File: config.mk
export PLATFORM = sky130hd
export DESIGN_NAME = lgs_select
export DESIGN_NICKNAME = d
export VERILOG_FILES = /design/src/lgs_pkg.sv /design/src/lgs_select.sv
export SDC_FILE = /design/constraint.sdc
export NUM_CORES = 1
export LEC_CHECK = 0
export BUFFER_PORTS_ARGS = -buffer_cell sky130_fd_sc_hd__buf_2
export CORE_ASPECT_RATIO = 1.2
export CORE_MARGIN = 5
export CORE_UTILIZATION = 50
export CTS_BUF_LIST = sky130_fd_sc_hd__clkbuf_2 sky130_fd_sc_hd__clkbuf_4 sky130_fd_sc_hd__clkbuf_8
export CTS_CLUSTER_DIAMETER = 120
export CTS_CLUSTER_SIZE = 28
export DETAILED_ROUTE_END_ITERATION = 6
export PLACE_DENSITY_LB_ADDON = 0.12
export SLEW_MARGIN = 20
export SYNTH_ARGS = -nofsm -noshare
export SYNTH_HDL_FRONTEND = slang
export SYNTH_SLANG_ARGS = --single-unit
File: constraint.sdc
create_clock -name sys_clk -period 2.8 [get_ports sys_clk]
set_input_delay 0.7 -clock sys_clk [delete_from_list [all_inputs] [get_ports sys_clk]]
set_output_delay 0.7 -clock sys_clk [all_outputs]
set_load 0.05 [all_outputs]
File: src/lgs_pkg.sv
// Package for the logic cell input and gate 1 select block
package lgs_pkg;
   // ****************************************
   // Register map
   // ****************************************
   localparam logic [1:0] LGS_ADDR_DATA_THREE_FOUR_SELECT = 2'h0;
   localparam logic [1:0] LGS_ADDR_GATE_ONE_SELECT = 2'h1;
   localparam logic [7:0] LGS_SEL_IMPL_MASK = 8'h77;
   localparam int LGS_D4_SRC_LSB = 4;
   localparam int LGS_D3_SRC_LSB = 0;
   // Power-on value is undefined; zero chosen as the safe stand-in
   localparam logic [7:0] LGS_POWER_ON_VALUE = 8'h00;

   // ****************************************
   // Carriers
   // ****************************************
   typedef struct packed {
      logic [1:0] addr;
      logic [7:0] wdata;
      logic wr;
      logic rd;
   } lgs_req_t;

   typedef struct packed {
      logic gate_one_d4_true_en;
      logic gate_one_d4_inv_en;
      logic gate_one_d3_true_en;
      logic gate_one_d3_inv_en;
      logic gate_one_d2_true_en;
      logic gate_one_d2_inv_en;
      logic gate_one_d1_true_en;
      logic gate_one_d1_inv_en;
   } lgs_gate_sel_t;
endpackage : lgs_pkg

File: src/lgs_select.sv
// Data 3/4 input selection and gate 1 select logic of a logic cell
`timescale 1ns/100ps
//Contract
// - Bits 6:4 pick bus line for data four
// - Bits 2:0 pick bus line for data three
// - Bits 7 and 3 read zero, ignore writes
// - Bits R/W; power-on reset only, others keep
// - Bits 7,6 gate true/inverted data four
// - Bits 5,4 gate true/inverted data three
// - Bits 3,2 gate true/inverted data two
// - Bits 1,0 gate true/inverted data one
module lgs_select import lgs_pkg::*; (
   // Clock and resets
   input wire logic sys_clk,
   input wire logic reset,
   input wire logic power_on_reset,
   // Register port
   input wire logic [1:0] reg_addr,
   input wire logic [7:0] reg_wdata,
   input wire logic reg_wr,
   input wire logic reg_rd,
   output logic [7:0] reg_rdata,
   // Cell signals
   input wire logic [7:0] cell_input_bus,
   input wire logic data_signal_one,
   input wire logic data_signal_two,
   output logic data_signal_three,
   output logic data_signal_four,
   output logic gate_one_output
);
   // ****************************************
   // Registers
   // ****************************************
   lgs_req_t req;
   logic [7:0] data_three_four_select;
   lgs_gate_sel_t gate_one_select;
   logic [2:0] data_four_source;
   logic [2:0] data_three_source;
   logic wr_sel;
   logic wr_gate;
   logic [7:0] next_rdata;
   logic [7:0] gate_terms;
   logic next_gate;

   assign req = '{addr: reg_addr, wdata: reg_wdata, wr: reg_wr, rd: reg_rd};
   assign wr_sel = req.wr && req.addr == LGS_ADDR_DATA_THREE_FOUR_SELECT;
   assign wr_gate = req.wr && req.addr == LGS_ADDR_GATE_ONE_SELECT;

   // Only a power-on event clears settings; the plain reset keeps them
   always_ff @(posedge sys_clk) begin
      if (power_on_reset) begin
         data_three_four_select <= LGS_POWER_ON_VALUE;
         gate_one_select <= LGS_POWER_ON_VALUE;
      end else begin
         if (wr_sel) begin
            data_three_four_select <= req.wdata & LGS_SEL_IMPL_MASK;
         end
         if (wr_gate) begin
            gate_one_select <= req.wdata;
         end
      end
   end

   // ****************************************
   // Read back
   // ****************************************
   assign next_rdata = !req.rd ? 8'h00 :
      req.addr == LGS_ADDR_DATA_THREE_FOUR_SELECT ? data_three_four_select :
      req.addr == LGS_ADDR_GATE_ONE_SELECT ? gate_one_select : 8'h00;

   // ****************************************
   // Selection and gate 1
   // ****************************************
   assign data_four_source = data_three_four_select[LGS_D4_SRC_LSB +: 3];
   assign data_three_source = data_three_four_select[LGS_D3_SRC_LSB +: 3];
   assign gate_terms = {data_signal_four, ~data_signal_four,
                        data_signal_three, ~data_signal_three,
                        data_signal_two, ~data_signal_two,
                        data_signal_one, ~data_signal_one};
   // Registered data signals add one cycle before gating
   assign next_gate = |(gate_terms & gate_one_select);

   always_ff @(posedge sys_clk) begin
      if (reset) begin
         reg_rdata <= 8'h00;
         data_signal_four <= 1'b0;
         data_signal_three <= 1'b0;
         gate_one_output <= 1'b0;
      end else begin
         reg_rdata <= next_rdata;
         data_signal_four <= cell_input_bus[data_four_source];
         data_signal_three <= cell_input_bus[data_three_source];
         gate_one_output <= next_gate;
      end
   end

   // ****************************************
   // Checks
   // ****************************************
   property p_d4;
      @(posedge sys_clk) disable iff (reset || power_on_reset)
      ##1 !$past(reset) |-> data_signal_four == $past(cell_input_bus[data_three_four_select[LGS_D4_SRC_LSB +: 3]]);
   endproperty
   a_d4: assert property (p_d4) else $error("data four wrong");
   property p_d3;
      @(posedge sys_clk) disable iff (reset || power_on_reset)
      ##1 !$past(reset) |-> data_signal_three == $past(cell_input_bus[data_three_four_select[LGS_D3_SRC_LSB +: 3]]);
   endproperty
   a_d3: assert property (p_d3) else $error("data three wrong");
   property p_unimpl;
      @(posedge sys_clk) disable iff (reset)
      req.rd && req.addr == LGS_ADDR_DATA_THREE_FOUR_SELECT |=> reg_rdata[7] == 1'b0 && reg_rdata[3] == 1'b0;
   endproperty
   a_unimpl: assert property (p_unimpl) else $error("unimplemented bit read one");
   property p_keep;
      @(posedge sys_clk) disable iff (power_on_reset)
      reset && !wr_gate |=> $stable(gate_one_select);
   endproperty
   a_keep: assert property (p_keep) else $error("reset altered settings");
   property p_wr;
      @(posedge sys_clk) disable iff (power_on_reset || reset)
      wr_gate ##1 req.rd && req.addr == LGS_ADDR_GATE_ONE_SELECT && !req.wr |=> reg_rdata == $past(req.wdata, 2);
   endproperty
   a_wr: assert property (p_wr) else $error("gate select readback wrong");
   property p_g4;
      @(posedge sys_clk) disable iff (reset || power_on_reset)
      gate_one_select.gate_one_d4_true_en && data_signal_four |=> gate_one_output;
   endproperty
   a_g4: assert property (p_g4) else $error("data four true not gated");
   property p_g3;
      @(posedge sys_clk) disable iff (reset || power_on_reset)
      gate_one_select.gate_one_d3_inv_en && !data_signal_three |=> gate_one_output;
   endproperty
   a_g3: assert property (p_g3) else $error("data three inverted not gated");
   property p_g2;
      @(posedge sys_clk) disable iff (reset || power_on_reset)
      gate_one_select.gate_one_d2_true_en && data_signal_two |=> gate_one_output;
   endproperty
   a_g2: assert property (p_g2) else $error("data two true not gated");
   property p_g1;
      @(posedge sys_clk) disable iff (reset || power_on_reset)
      gate_one_select.gate_one_d1_inv_en && !data_signal_one |=> gate_one_output;
   endproperty
   a_g1: assert property (p_g1) else $error("data one inverted not gated");
   property p_zero;
      @(posedge sys_clk) disable iff (reset || power_on_reset)
      gate_one_select == 8'h00 |=> !gate_one_output;
   endproperty
   a_zero: assert property (p_zero) else $error("gate high with nothing selected");
   property p_g4n;
      @(posedge sys_clk) disable iff (reset || power_on_reset)
      gate_one_select.gate_one_d4_inv_en && !data_signal_four |=> gate_one_output;
   endproperty
   a_g4n: assert property (p_g4n) else $error("data four inverted not gated");
   property p_g3t;
      @(posedge sys_clk) disable iff (reset || power_on_reset)
      gate_one_select.gate_one_d3_true_en && data_signal_three |=> gate_one_output;
   endproperty
   a_g3t: assert property (p_g3t) else $error("data three true not gated");
   property p_g2n;
      @(posedge sys_clk) disable iff (reset || power_on_reset)
      gate_one_select.gate_one_d2_inv_en && !data_signal_two |=> gate_one_output;
   endproperty
   a_g2n: assert property (p_g2n) else $error("data two inverted not gated");
   property p_g1t;
      @(posedge sys_clk) disable iff (reset || power_on_reset)
      gate_one_select.gate_one_d1_true_en && data_signal_one |=> gate_one_output;
   endproperty
   a_g1t: assert property (p_g1t) else $error("data one true not gated");
   // Cleared bits must keep their term out of the gate
   property p_excl;
      @(posedge sys_clk) disable iff (reset || power_on_reset)
      !(gate_one_select.gate_one_d4_true_en && data_signal_four) &&
      !(gate_one_select.gate_one_d4_inv_en && !data_signal_four) &&
      !(gate_one_select.gate_one_d3_true_en && data_signal_three) &&
      !(gate_one_select.gate_one_d3_inv_en && !data_signal_three) &&
      !(gate_one_select.gate_one_d2_true_en && data_signal_two) &&
      !(gate_one_select.gate_one_d2_inv_en && !data_signal_two) &&
      !(gate_one_select.gate_one_d1_true_en && data_signal_one) &&
      !(gate_one_select.gate_one_d1_inv_en && !data_signal_one)
      |=> !gate_one_output;
   endproperty
   a_excl: assert property (p_excl) else $error("gate high with no enabled term true");

   // ****************************************
   // Register checks
   // ****************************************
   property p_keep_sel;
      @(posedge sys_clk) disable iff (power_on_reset)
      reset && !wr_sel |=> $stable(data_three_four_select);
   endproperty
   a_keep_sel: assert property (p_keep_sel) else $error("reset altered input selection");
   property p_hold_sel;
      @(posedge sys_clk) disable iff (power_on_reset)
      !wr_sel |=> $stable(data_three_four_select);
   endproperty
   a_hold_sel: assert property (p_hold_sel) else $error("input selection changed without write");
   property p_hold_gate;
      @(posedge sys_clk) disable iff (power_on_reset)
      !wr_gate |=> $stable(gate_one_select);
   endproperty
   a_hold_gate: assert property (p_hold_gate) else $error("gate select changed without write");
   property p_wr_sel_now;
      @(posedge sys_clk) disable iff (power_on_reset)
      wr_sel |=> data_three_four_select == ($past(req.wdata) & LGS_SEL_IMPL_MASK);
   endproperty
   a_wr_sel_now: assert property (p_wr_sel_now) else $error("input selection write lost");
   property p_wr_gate_now;
      @(posedge sys_clk) disable iff (power_on_reset)
      wr_gate |=> gate_one_select == $past(req.wdata);
   endproperty
   a_wr_gate_now: assert property (p_wr_gate_now) else $error("gate select write lost");
   property p_rd_sel;
      @(posedge sys_clk) disable iff (power_on_reset || reset)
      wr_sel ##1 req.rd && req.addr == LGS_ADDR_DATA_THREE_FOUR_SELECT && !req.wr
      |=> reg_rdata == ($past(req.wdata, 2) & LGS_SEL_IMPL_MASK);
   endproperty
   a_rd_sel: assert property (p_rd_sel) else $error("input selection readback wrong");
   // Reserved bits must never be stored, whatever software writes
   property p_rsv;
      @(posedge sys_clk) disable iff (power_on_reset)
      (data_three_four_select & ~LGS_SEL_IMPL_MASK) == 8'h00;
   endproperty
   a_rsv: assert property (p_rsv) else $error("reserved selection bit stored");
   property p_por;
      @(posedge sys_clk)
      power_on_reset |=> data_three_four_select == LGS_POWER_ON_VALUE && gate_one_select == LGS_POWER_ON_VALUE;
   endproperty
   a_por: assert property (p_por) else $error("power-on value not loaded");
endmodule : lgs_select

### Word level (Yosys, flattened, before mapping)

Cells that the tools add are included.

| operators by class | value |
|---|---|
| reductions and logical operators | 6 |
| multiplexer cells | 6 |
| equality and inequality tests | 1 |
| bitwise gates (word level) | 7 |
| $lt $le $gt $ge | 2 |

Operators with widths:

| operator | count |
|---|---|
| $mux W7 | 2 |
| $and A8 B8 Y8 | 1 |
| $lt A3 B4 Y1 const B | 2 |
| $reduce_or A8 Y1 | 1 |
| $bmux W1 S3 | 2 |
| $not A1 Y1 | 6 |
| $reduce_or A4 Y1 | 1 |
| $eq A2 B1 Y1 const B | 1 |
| $logic_and A1 B1 Y1 | 2 |
| $logic_not A2 Y1 | 1 |
| $mux W1 | 2 |
| $reduce_or A2 Y1 | 1 |

| word-level totals | value |
|---|---|
| flip-flop bits (word level) | 25 |
| logic and storage cells | 36 |
| output and inout port bits | 11 |
| input port bits | 25 |

### Depth between registers and ports, before layout

Gate-level depths: netlist of run 1.

| logic depth | value |
|---|---|
| depth in word-level cells | 3 |
| gate-level depth with buffers | 5 |
| depth with buffers taken out | 3 |

### Least setup slack after synthesis of run 1

Ideal clock, no wire load.

| timing path | value |
|---|---|
| path kind | input to register |
| start point | input port reg_addr[0] |
| end point | register data_three_four_select[0] |
| path slack | 1.229 ns |
| data arrival time | 1.444 ns |
| library setup time | 0.128 ns |
| stages | 4 |
| path buffers | 1 |
| required time | 2.672 ns |
| path through | buf_6 > nor3b_4 > mux2i_1 > nor2_1 |

| on the way | value |
|---|---|
| cells in the longest elaborated chain, start to end | 2 |

RTL lines:

| what | line | text |
|---|---|---|
| start: declaration | lgs_select.sv:18 | `input wire logic [1:0] reg_addr,` |
| $logic_not A2 Y1 | lgs_select.sv:46 | `assign wr_sel = req.wr && req.addr == LGS_ADDR_DATA_THREE_FOUR_SELECT;` |
| $logic_and A1 B1 Y1 | lgs_select.sv:46 |  |
| end signal: assignment | lgs_select.sv:56 | `data_three_four_select <= req.wdata & LGS_SEL_IMPL_MASK;` |
| end: declaration | lgs_select.sv:35 | `logic [7:0] data_three_four_select;` |

No other way between the ends.
A chain may end at the register's enable or synchronous reset.

### Worst setup path in the final report of run 1

| timing path | value |
|---|---|
| start point | register data_signal_three |
| end point | output port data_signal_three |

RTL lines:

| what | line | text |
|---|---|---|
| start: declaration | lgs_select.sv:27 | `output logic data_signal_three,` |
| start signal: assignment | lgs_select.sv:92 | `data_signal_three <= cell_input_bus[data_three_source];` |

No word-level cell between the ends.

==> results of run 1 <==
[cells by family after synthesis]
kind of cell / after synthesis
and+or+nand+nor: 31
DFF: 25
buffers and inverters: 5
AOI/OAI and AO/OA: 5
muxes: 30
[flip-flops by register name, summed over array words and instances (netlist names)]
| register | count |
|---|---|
| data_three_four_select | 6 |
| data_signal_three | 1 |
| data_signal_four | 1 |
| gate_one_output | 1 |
| gate_one_select | 8 |
| reg_rdata | 8 |
[report_power, final]
| part | switching [mW] | internal [mW] |
|---|---|---|
| registers | 0.00971 | 0.367 |
| logic | 0.0466 | 0.0391 |
| clock network | 0.0971 | 0.0653 |
| total | 0.153 | 0.471 |
[routing by layer]
layer	share of wire	GRT usage	wire length, um
met1	0.43	0.1661	883
met5	0	0	0
met3	0.068	0.02494	138
met2	0.48	0.2527	987
met4	0.017	0.06742	34
[final timing paths]
check	endpoint	slack (ns)	cells after the start	from
max	data_signal_three	1.13	1	data_signal_three
min	reg_rdata[3]	0.54	1	gate_one_select[3]
max reg2reg	data_signal_four	1.56	3	data_three_four_select[5]
min reg2reg	reg_rdata[3]	0.54	1	gate_one_select[3]
[layout by cell type, fill, tap and decap left out, drive strengths merged]
cell type,synthesis,layout
buf,2,35
mux2i,28,28
nor2,25,25
dfxtp,25,25
clkbuf,1,4
inv,2,2
a21o,2,2
mux4,2,2
a311oi,2,2
and3,2,2
nand2,1,1
nor3b,1,1
nand3b,1,1
a41oi,1,1
and2,1,1
[through the flow]
stage               cells  hold WS (ns)
floorplan              96        0.4770
global placement      148        0.5003
detailed placement    148        0.5201
CTS                   152        0.5424
global route          152        0.5542
finish                152        0.5394
[final cells by class]
class                   instances  area share
well taps                      20     0.02002
flip-flops and latches         25      0.4004
repair buffers                 35      0.1401
multi-input cells              66      0.4094
clock buffers                   4     0.02402
inverters                       2    0.006006
==> key figures, run 1 <==
Worst setup path
  – Buf/Inv on CP: 1
  – Critical path capture point type: output port
  – Critical Path RT: 2.10 ns
  – CP Cell Sequence: buf_2
  – Setup CP Type: register to output port
  – Critical Path AT: 0.97 ns
  – Top delay family on crit path: flip-flops
  – Startpoint Class: register
  – CP Max Fanout: 2
  – CP peak stage delay: 0.38 ns
  – Slowest cell on the critical path: dfxtp_1

Placed design
  – Post-DP HPWL: 1683 um
  – Placed inst area: 0.001220 mm^2
  – I/O Buffers: 35
  – GP Congestion: 0.7491
  – Pre-CTS WS: 0.9142 ns

Synthesis
  – Ys async rst share: 0
  – Largest family of logic cells by synthesized area: multiplexers
  – Mux cell area share after synthesis: 0.3129
  – Register area share after synthesis: 0.4813
  – Count leader, synth: mux2i_1
  – Count of cell types in the netlist: 16
  – Number of flops mapped to enable cells by yosys: 0
  – Syn_area_per_cell: 10.83 um^2
  – Adder-Cell Fraction of Synth Area: 0
  – Dominant cell type by area after synthesis: dfxtp_1
  – Ys Warns: 0
  – Most frequent cells after synthesis: 28 x mux2i_1, 25 x dfxtp_1, 25 x nor2_1
  – Top_reg_cell synth: dfxtp_1
  – Syn_nets: 121
  – Synthesized-area fraction occupied by and/or/nand/nor cells: 0.1396
  – Xor/xnor cell area share of the yosys netlist: 0
  – Cells after Synth: 96
  – Post-Syn Area: 0.001040 mm^2
  – Top post-synthesis cells by area: dfxtp_1 48%, mux2i_1 27%, nor2_1 9.0%
  – Register bit total from synthesis: 25
  – Post-synthesis compound-gate area fraction: 0.03971
  – Yosys top cell area share: 0.4813

Drt
  – 1st-iter DRT viols: 3
  – WL per Instance: 13.44 um
  – Routed wire length: 2043 um
  – Vias per inst: 5.237
  – Vias: 796
  – DRC Markers: 0
  – DR pass1 iterations: 4
  – Post-detailed-route count of antenna-violating nets: 0

Clock tree
  – CTS hold repair buffers: 0
  – Clock Pin Slew Worst Setup and Hold Paths: 0.13 ns
  – Postcts setup bufs: 0
  – Total CTS buffers: 3
  – CTS Sinks: 25
  – Longest Clk Path Bufs: 2
  – H-tree Lvls: 1
  – CTS tree: yes
  – CTS Root Cell: clkbuf_4
  – Post_cts resized: 0
  – Worst skew pair latency: 0.31 ns

Power
  – PD cells: 499.6 mW/mm^2
  – Power, Total: 0.6245 mW
  – Leakage: 0.6000 nW
  – VDD IR-drop max: 0.2899 mV

GRT
  – Total gr overflow: 0
  – First-pass GRT wire length: 3263 um
  – Initial antenna violation count: 0
  – Largest net degree at the start of global routing: 15
  – Vias in the first global route: 751
  – Overall Global Routing Usage: 0.1430

Cells and area
  – Antenna cell count: 0
  – Area Growth Syn to Fin: 20.22%
  – Fill cells: 189
  – FF/Latch Area: 500.5 um^2
  – Final Cell Area: 0.001250 mm^2
  – Layout cell share with drive strength beyond 1: 0.3333
  – # nets final: 158
  – Multi-input logic area: 511.7 um^2
  – Fin util: 0.6167

Floorplanning
  – Ports: 36
  – Num rows: 18
  – Die Footprint: 0.003095 mm^2
  – Die height: 59.96 um
  – Die Wd: 51.63 um
  – Starting density of the core: 0.5130
  – Core Area: 0.002027 mm^2

STA
  – Setup tns final: 0 ns
  – Final Skew: 0.006147 ns
  – Fmax: 598.0 MHz
  – Tmin final: 1.672 ns
  – Final Cycle Share: 0.5973
  – Rel. slew slack: 0.6406
  – Post-route setup slack: 1.128 ns
  – Final Max Tran Viols: 0
  – Worst-Margin Slew: 0.5375 ns
  – RSZ-0062 raised after global routing: false
  – Final hold viol count: 0
  – Setup Viol. Count Final: 0

Run
  – MaxCap Viol Count: 0

Worst hold path
  – HP Class: register to register

Run status
  – Outcome: finished clean
Power figures use the tool's default switching activity.
==> run 2, diff against run 1 <==
Settings changed: ABC_AREA set to 1, CORE_UTILIZATION 50 to 47.
Clock period 2.8 ns to 1.4 ns, I/O delays scaled along.
==> key figures, run 2 <==
Synthesis
  – Top_reg_cell synth: dfxtp_1
  – Count of cell types in the netlist: 19 (+3)
  – Register bit total from synthesis: 25 (unchanged)
  – Top post-synthesis cells by area: dfxtp_1 44%, nand2_1 11%, nand3_1 8.9%
  – Register area share after synthesis: 0.4449 (-0.03641)
  – Ys Warns: 0 (unchanged)
  – Cells after Synth: 147 (+53%)
  – Yosys top cell area share: 0.4449 (-0.03641)
  – Post-synthesis compound-gate area fraction: 0.1846 (+0.1449)
  – Count leader, synth: nand2_1
  – Syn_nets: 172 (+42%)
  – Most frequent cells after synthesis: 34 x nand2_1, 25 x dfxtp_1, 20 x nand3_1, 19 x inv_1, 14 x nor2_1
  – Adder-Cell Fraction of Synth Area: 0 (unchanged)
  – Ys async rst share: 0 (unchanged)
  – Post-Syn Area: 0.001125 mm^2 (+8.2%)
  – Number of flops mapped to enable cells by yosys: 0 (unchanged)
  – Syn_area_per_cell: 7.652 um^2 (-29%)
  – Mux cell area share after synthesis: 0 (-0.3129)
  – Synthesized-area fraction occupied by and/or/nand/nor cells: 0.2803 (+0.1407)
  – Dominant cell type by area after synthesis: dfxtp_1
  – Xor/xnor cell area share of the yosys netlist: 0 (unchanged)
  – Largest family of logic cells by synthesized area: simple AND/OR/NAND/NOR gates

Clock tree
  – Longest Clk Path Bufs: 2 (unchanged)
  – Postcts setup bufs: 0 (unchanged)
  – H-tree Lvls: 1 (unchanged)
  – CTS Root Cell: clkbuf_4
  – CTS tree: yes
  – CTS Sinks: 25 (unchanged)
  – Worst skew pair latency: 0.32 ns (about the same)
  – Clock Pin Slew Worst Setup and Hold Paths: 0.14 ns (about the same)
  – CTS hold repair buffers: 0 (unchanged)
  – Post_cts resized: 0 (unchanged)
  – Total CTS buffers: 3 (unchanged)

Worst setup path
  – CP peak stage delay: 0.38 ns (about the same)
  – Startpoint Class: register
  – RR Startpoint: data_three_four_select[0]
  – Buf/Inv on CP: 1 (unchanged)
  – Worst reg2reg path depth: 6 (+3)
  – Critical path capture point type: output port
  – Critical Path AT: 0.98 ns (about the same)
  – Setup CP Type: register to output port
  – CP Max Fanout: 3 (+1)
  – Critical Path RT: 1.05 ns (-1.05 ns)
  – Worst R2R Setup Slack: 0.36 ns (-1.20 ns)
  – Slowest cell on the critical path: dfxtp_1
  – CP Cell Sequence: buf_2
  – R2r endpoint: data_signal_three
  – Top delay family on crit path: flip-flops

STA
  – Worst-Margin Slew: 0.4076 ns (-0.1299 ns)
  – RSZ-0062 raised after global routing: false
  – Rel. slew slack: 0.7276 (+0.08703)
  – Tmin final: 1.327 ns
  – Final Cycle Share: 0.9476
  – Setup Viol. Count Final: 0 (unchanged)
  – Setup tns final: 0 ns (unchanged)
  – Final Max Tran Viols: 0 (unchanged)
  – Final hold viol count: 0 (unchanged)
  – Fmax: 753.8 MHz
  – Final Skew: 0.009030 ns (+0.002882 ns)

Worst hold path
  – HP Class: primary input to register
  – Min-delay src: reset
  – Worst hold path endpoint: gate_one_output
  – Worst hold stages: 2 (+1)

Power
  – VDD IR-drop max: 0.6240 mV (+120%)
  – Leakage: 0.6357 nW (+6.0%)
  – PD cells: 978.3 mW/mm^2 (+96%)

Floorplanning
  – Starting density of the core: 0.4929 (-0.02009)
  – Core Area: 0.002282 mm^2 (+13%)
  – Die Wd: 54.66 um (+5.9%)
  – Num rows: 19 (+1)
  – Die Footprint: 0.003476 mm^2 (+12%)
  – Ports: 36 (unchanged)
  – Die height: 63.59 um (+6.1%)

GRT
  – Total gr overflow: 0 (unchanged)
  – First-pass GRT wire length: 4312 um (+32%)
  – Initial antenna violation count: 0 (unchanged)
  – Vias in the first global route: 1065 (+42%)
  – Largest net degree at the start of global routing: 16 (+1)
  – Overall Global Routing Usage: 0.1666 (+0.02358)

Drt
  – WL per Instance: 11.71 um (-13%)
  – Post-detailed-route count of antenna-violating nets: 0 (unchanged)
  – DRC Markers: 0 (unchanged)
  – Vias per inst: 4.935 (-5.8%)
  – Vias: 1061 (+33%)
  – DR pass1 iterations: 4 (unchanged)
  – 1st-iter DRT viols: 11 (+8)
  – Routed wire length: 2517 um (+23%)

Cells and area
  – Biggest regs: gate_one_select (8), reg_rdata (8), data_three_four_select (6)
  – Antenna cell count: 0 (unchanged)
  – Area Growth Syn to Fin: 20.02%
  – # nets final: 210 (+33%)
  – Fin util: 0.5916 (-0.02511)
  – Layout cell share with drive strength beyond 1: 0.3043 (-0.02899)
  – Most common cell after layout, fill and taps aside: buf_2
  – Most frequent cells in the layout: 35 x buf_2, 34 x nand2_1, 25 x dfxtp_1, 20 x nand3_1, 19 x inv_1

Placed design
  – I/O Buffers: 35 (unchanged)
  – GP Congestion: 0.7827 (+4.5%)
  – Post-DP HPWL: 2023 um (+20%)

Run
  – MaxCap Viol Count: 0 (unchanged)

Run status
  – Outcome: finished clean
-- run 2: cell count changes after synthesis, sizes merged, moves of 4 or more --
| cell | previous run | this run |
|---|---|---|
| mux2i | 28 | 0 |
| a21oi | 0 | 10 |
| nand2 | 1 | 35 |
| nor2 | 25 | 17 |
| inv | 2 | 20 |
| a211oi | 0 | 5 |
| o21bai | 0 | 4 |
| o21ai | 0 | 6 |
| nand3 | 0 | 20 |
-- run 2: cell families (layout without fill, tap and decap cells) --
family,after synthesis,count (layout)
compound gates,27,27
buf+inv,23,60
flops,25,25
simple gates,72,72
-- run 2: worst max-delay path by stage --
stage,from,endpoint,cells past startpoint
after detailed placement,reg_addr[0],data_three_four_select[1],5
after CTS,data_signal_four,data_signal_four,1
after global placement,reg_addr[0],data_three_four_select[1],5
final,data_signal_four,data_signal_four,1
after floorplan,data_signal_four,gate_one_output,5
after global routing,data_signal_three,data_signal_three,1
-- run 2: layout make-up --
cell class | count | area (um^2)
inverters | 20 | 75.07
flip-flops and latches | 25 | 500.5
fillers | 253 | 932.1
repair buffers | 36 | 182.7
clock inverters | 1 | 7.507
clock buffers | 3 | 22.52
multi-input cells | 99 | 523.0
well taps | 31 | 38.79
-- run 2: per-layer routing --
metal,GRT usage,wire length (um),vias to the layer above
li1,-,-,550
met1,0.1908,1049,474
met2,0.2722,1212,33
met3,0.04481,208,4
met4,0.08100,46,0
met5,0,0,-
-- run 2: stage by stage --
| step | instance area [um^2] | worst slack (ns) | power [mW] | hold slack [ns] | instances |
|---|---|---|---|---|---|
| after floorplan | 1125 | 0.3133 | 0.9315 | 0.4224 | 147 |
| after global placement | 1320 | 0.1511 | 1.006 | 0.4734 | 211 |
| after detailed placement | 1320 | 0.05038 | 1.011 | 0.4805 | 211 |
| after CTS | 1350 | 0.06083 | 1.333 | 0.1966 | 215 |
| after global routing | 1350 | 0.02307 | 1.412 | 0.1845 | 215 |
| final | 1350 | 0.07337 | 1.321 | 0.2048 | 215 |
-- run 2: worst register-to-register path, stage by stage, from the launching register on --
cell and delay [ns]:
dfxtp_1 0.38, inv_1 0.23, nand2_1 0.08, nand3_1 0.07, nand2_1 0.06, nor2_1 0.10
nor2_1 0.05
-- run 2: power breakdown --
group / internal, mW / switching, mW / total [mW]
Clock: 0.109 / 0.218 / 0.327
Sequential: 0.741 / 0.0177 / 0.759
Combinational: 0.0835 / 0.151 / 0.235
==> run 3, diff against run 2 <==
Settings changed: CORE_MARGIN 5 to 10, CORE_UTILIZATION 47 to 34.
Clock period 1.4 ns to 1.5 ns, I/O delays scaled along.
==> key figures, run 3 (synthesis results as in run 2) <==
Run status
  – Outcome: finished clean

Cells and area
  – Antenna cell count: 0 (unchanged)
  – Biggest regs: gate_one_select (8), reg_rdata (8), data_three_four_select (6)
  – FF/Latch Area: 500.5 um^2 (unchanged)
  – Area Growth Syn to Fin: 21.02%
  – # nets final: 211 (+0.48%)
  – Most frequent cells in the layout: 35 x buf_2, 34 x nand2_1, 25 x dfxtp_1, 20 x nand3_1, 19 x inv_1
  – Fin util: 0.4377 (-0.1539)
  – Most common cell after layout, fill and taps aside: buf_2
  – Finished Layout Cells: 221 (+2.8%)
  – Multi-input logic area: 523.0 um^2 (unchanged)
  – Layout cell share with drive strength beyond 1: 0.3081 (+0.003760)
  – Fill cells: 316 (+25%)

Floorplanning
  – Ports: 36 (unchanged)
  – Die Footprint: 0.006018 mm^2 (+73%)
  – Die Wd: 72.51 um (+33%)
  – Die height: 83.01 um (+31%)
  – Starting density of the core: 0.3616 (-0.1312)
  – Core Area: 0.003110 mm^2 (+36%)
  – Num rows: 22 (+3)

Clock tree
  – CTS hold repair buffers: 0 (unchanged)
  – Clock Pin Slew Worst Setup and Hold Paths: 0.13 ns (about the same)
  – CTS Sinks: 25 (unchanged)
  – Postcts setup bufs: 0 (unchanged)
  – Worst skew pair latency: 0.32 ns (about the same)
  – Post_cts resized: 0 (unchanged)
  – H-tree Lvls: 1 (unchanged)
  – CTS tree: yes
  – Longest Clk Path Bufs: 2 (unchanged)
  – CTS Root Cell: clkbuf_4
  – Total CTS buffers: 3 (unchanged)

Run
  – MaxCap Viol Count: 0 (unchanged)

Worst setup path
  – CP peak stage delay: 0.39 ns (about the same)
  – Critical path capture point type: output port
  – Worst R2R Setup Slack: 0.46 ns (+0.10 ns)
  – Critical Path RT: 1.12 ns (+0.07 ns)
  – Slowest cell on the critical path: dfxtp_1
  – Startpoint Class: register
  – Worst reg2reg path depth: 6 (unchanged)
  – Buf/Inv on CP: 1 (unchanged)
  – CP Max Fanout: 3 (unchanged)
  – CP Launch Point: data_signal_four
  – Setup CP Type: register to output port
  – CP Cell Sequence: buf_2
  – Top delay family on crit path: flip-flops
  – R2r endpoint: data_signal_three
  – RR Startpoint: data_three_four_select[0]
  – Critical Path AT: 0.99 ns (about the same)

STA
  – Final Cycle Share: 0.9089
  – Setup tns final: 0 ns (unchanged)
  – Fmax: 733.5 MHz
  – Post-route setup slack: 0.1367 ns (+0.06330 ns)
  – Worst-Margin Slew: 0.4217 ns (+0.01409 ns)
  – Rel. slew slack: 0.7182 (-0.009417)
  – Final Max Tran Viols: 0 (unchanged)
  – Final Skew: 0.005235 ns (-0.003794 ns)
  – RSZ-0062 raised after global routing: false
  – Tmin final: 1.363 ns
  – Final hold viol count: 0 (unchanged)
  – Setup Viol. Count Final: 0 (unchanged)

GRT
  – M1 GR Usage: 0.1120 (-0.07880)
  – Vias in the first global route: 1139 (+6.9%)
  – First-pass GRT wire length: 4981 um (+16%)
  – Total gr overflow: 0 (unchanged)
  – GR Util met3: 0.02857 (-0.01624)
  – M2 GR Usage: 0.1652 (-0.1070)
  – GRT busiest layer: met2
  – Overall Global Routing Usage: 0.1001 (-0.06645)
  – Largest net degree at the start of global routing: 15 (-1)
  – Initial antenna violation count: 0 (unchanged)

Drt
  – Vias: 1058 (-0.28%)
  – WL per Instance: 13.52 um (+15%)
  – 1st-iter DRT viols: 101 (+90)
  – DR pass1 iterations: 5 (+1)
  – Routed wire length: 2987 um (+19%)
  – Post-detailed-route count of antenna-violating nets: 0 (unchanged)
  – DRC Markers: 0 (unchanged)
  – Vias per inst: 4.787 (-3.0%)

Worst hold path
  – Worst hold path endpoint: gate_one_output
  – Worst hold stages: 2 (unchanged)
  – HP Class: primary input to register
  – Min-delay src: reset

Placed design
  – Placed cell count: 217 (+2.8%)
  – I/O Buffers: 35 (unchanged)
  – Post-DP HPWL: 2372 um (+17%)
  – GP Congestion: 0.8740 (+12%)
  – Pre-CTS WS: 0.1715 ns (+0.1211 ns)

Power
  – VDD IR-drop max: 0.4431 mV (-29%)
  – Leakage: 0.6443 nW (+1.3%)
  – PD cells: 905.5 mW/mm^2 (-7.4%)
[run 3: worst max-delay path by stage]
stage,end,cells after the start,slack (ns)
after global routing,data_signal_three,1,0.07
after detailed placement,data_three_four_select[1],5,0.17
final,data_signal_four,1,0.14
after floorplan,gate_one_output,5,0.41
after CTS,data_signal_four,1,0.11
after global placement,data_three_four_select[1],5,0.21
[run 3: layer usage]
layer	routed length [um]	vias to the layer above
met5	0	-
met4	107	0
met3	204	12
met2	1421	45
met1	1254	449
li1	-	552
[run 3: layout make-up]
type | count | area share
Clock inverter | 1 | 0.003676
Tap cell | 36 | 0.03309
Sequential cell | 25 | 0.3676
Clock buffer | 3 | 0.01654
Inverter | 20 | 0.05515
Multi-Input combinational cell | 99 | 0.3842
Timing Repair Buffer | 37 | 0.1397
[run 3: per-stage QoR]
stage               hold slack (ns)  area (um^2)  power (mW)
finish                       0.2482         1361       1.233
global route                 0.2374         1361       1.300
CTS                          0.2464         1361       1.246
detailed placement           0.4783         1334      0.9484
global placement             0.4729         1334      0.9444
floorplan                    0.4474         1125      0.8694
[run 3: power breakdown]
part	internal [mW]	total (mW)	switching [mW]	leakage, nW
clock	0.0998	0.299	0.199	0.0177
combinational	0.0796	0.225	0.145	0.423
sequential	0.692	0.709	0.0169	0.204
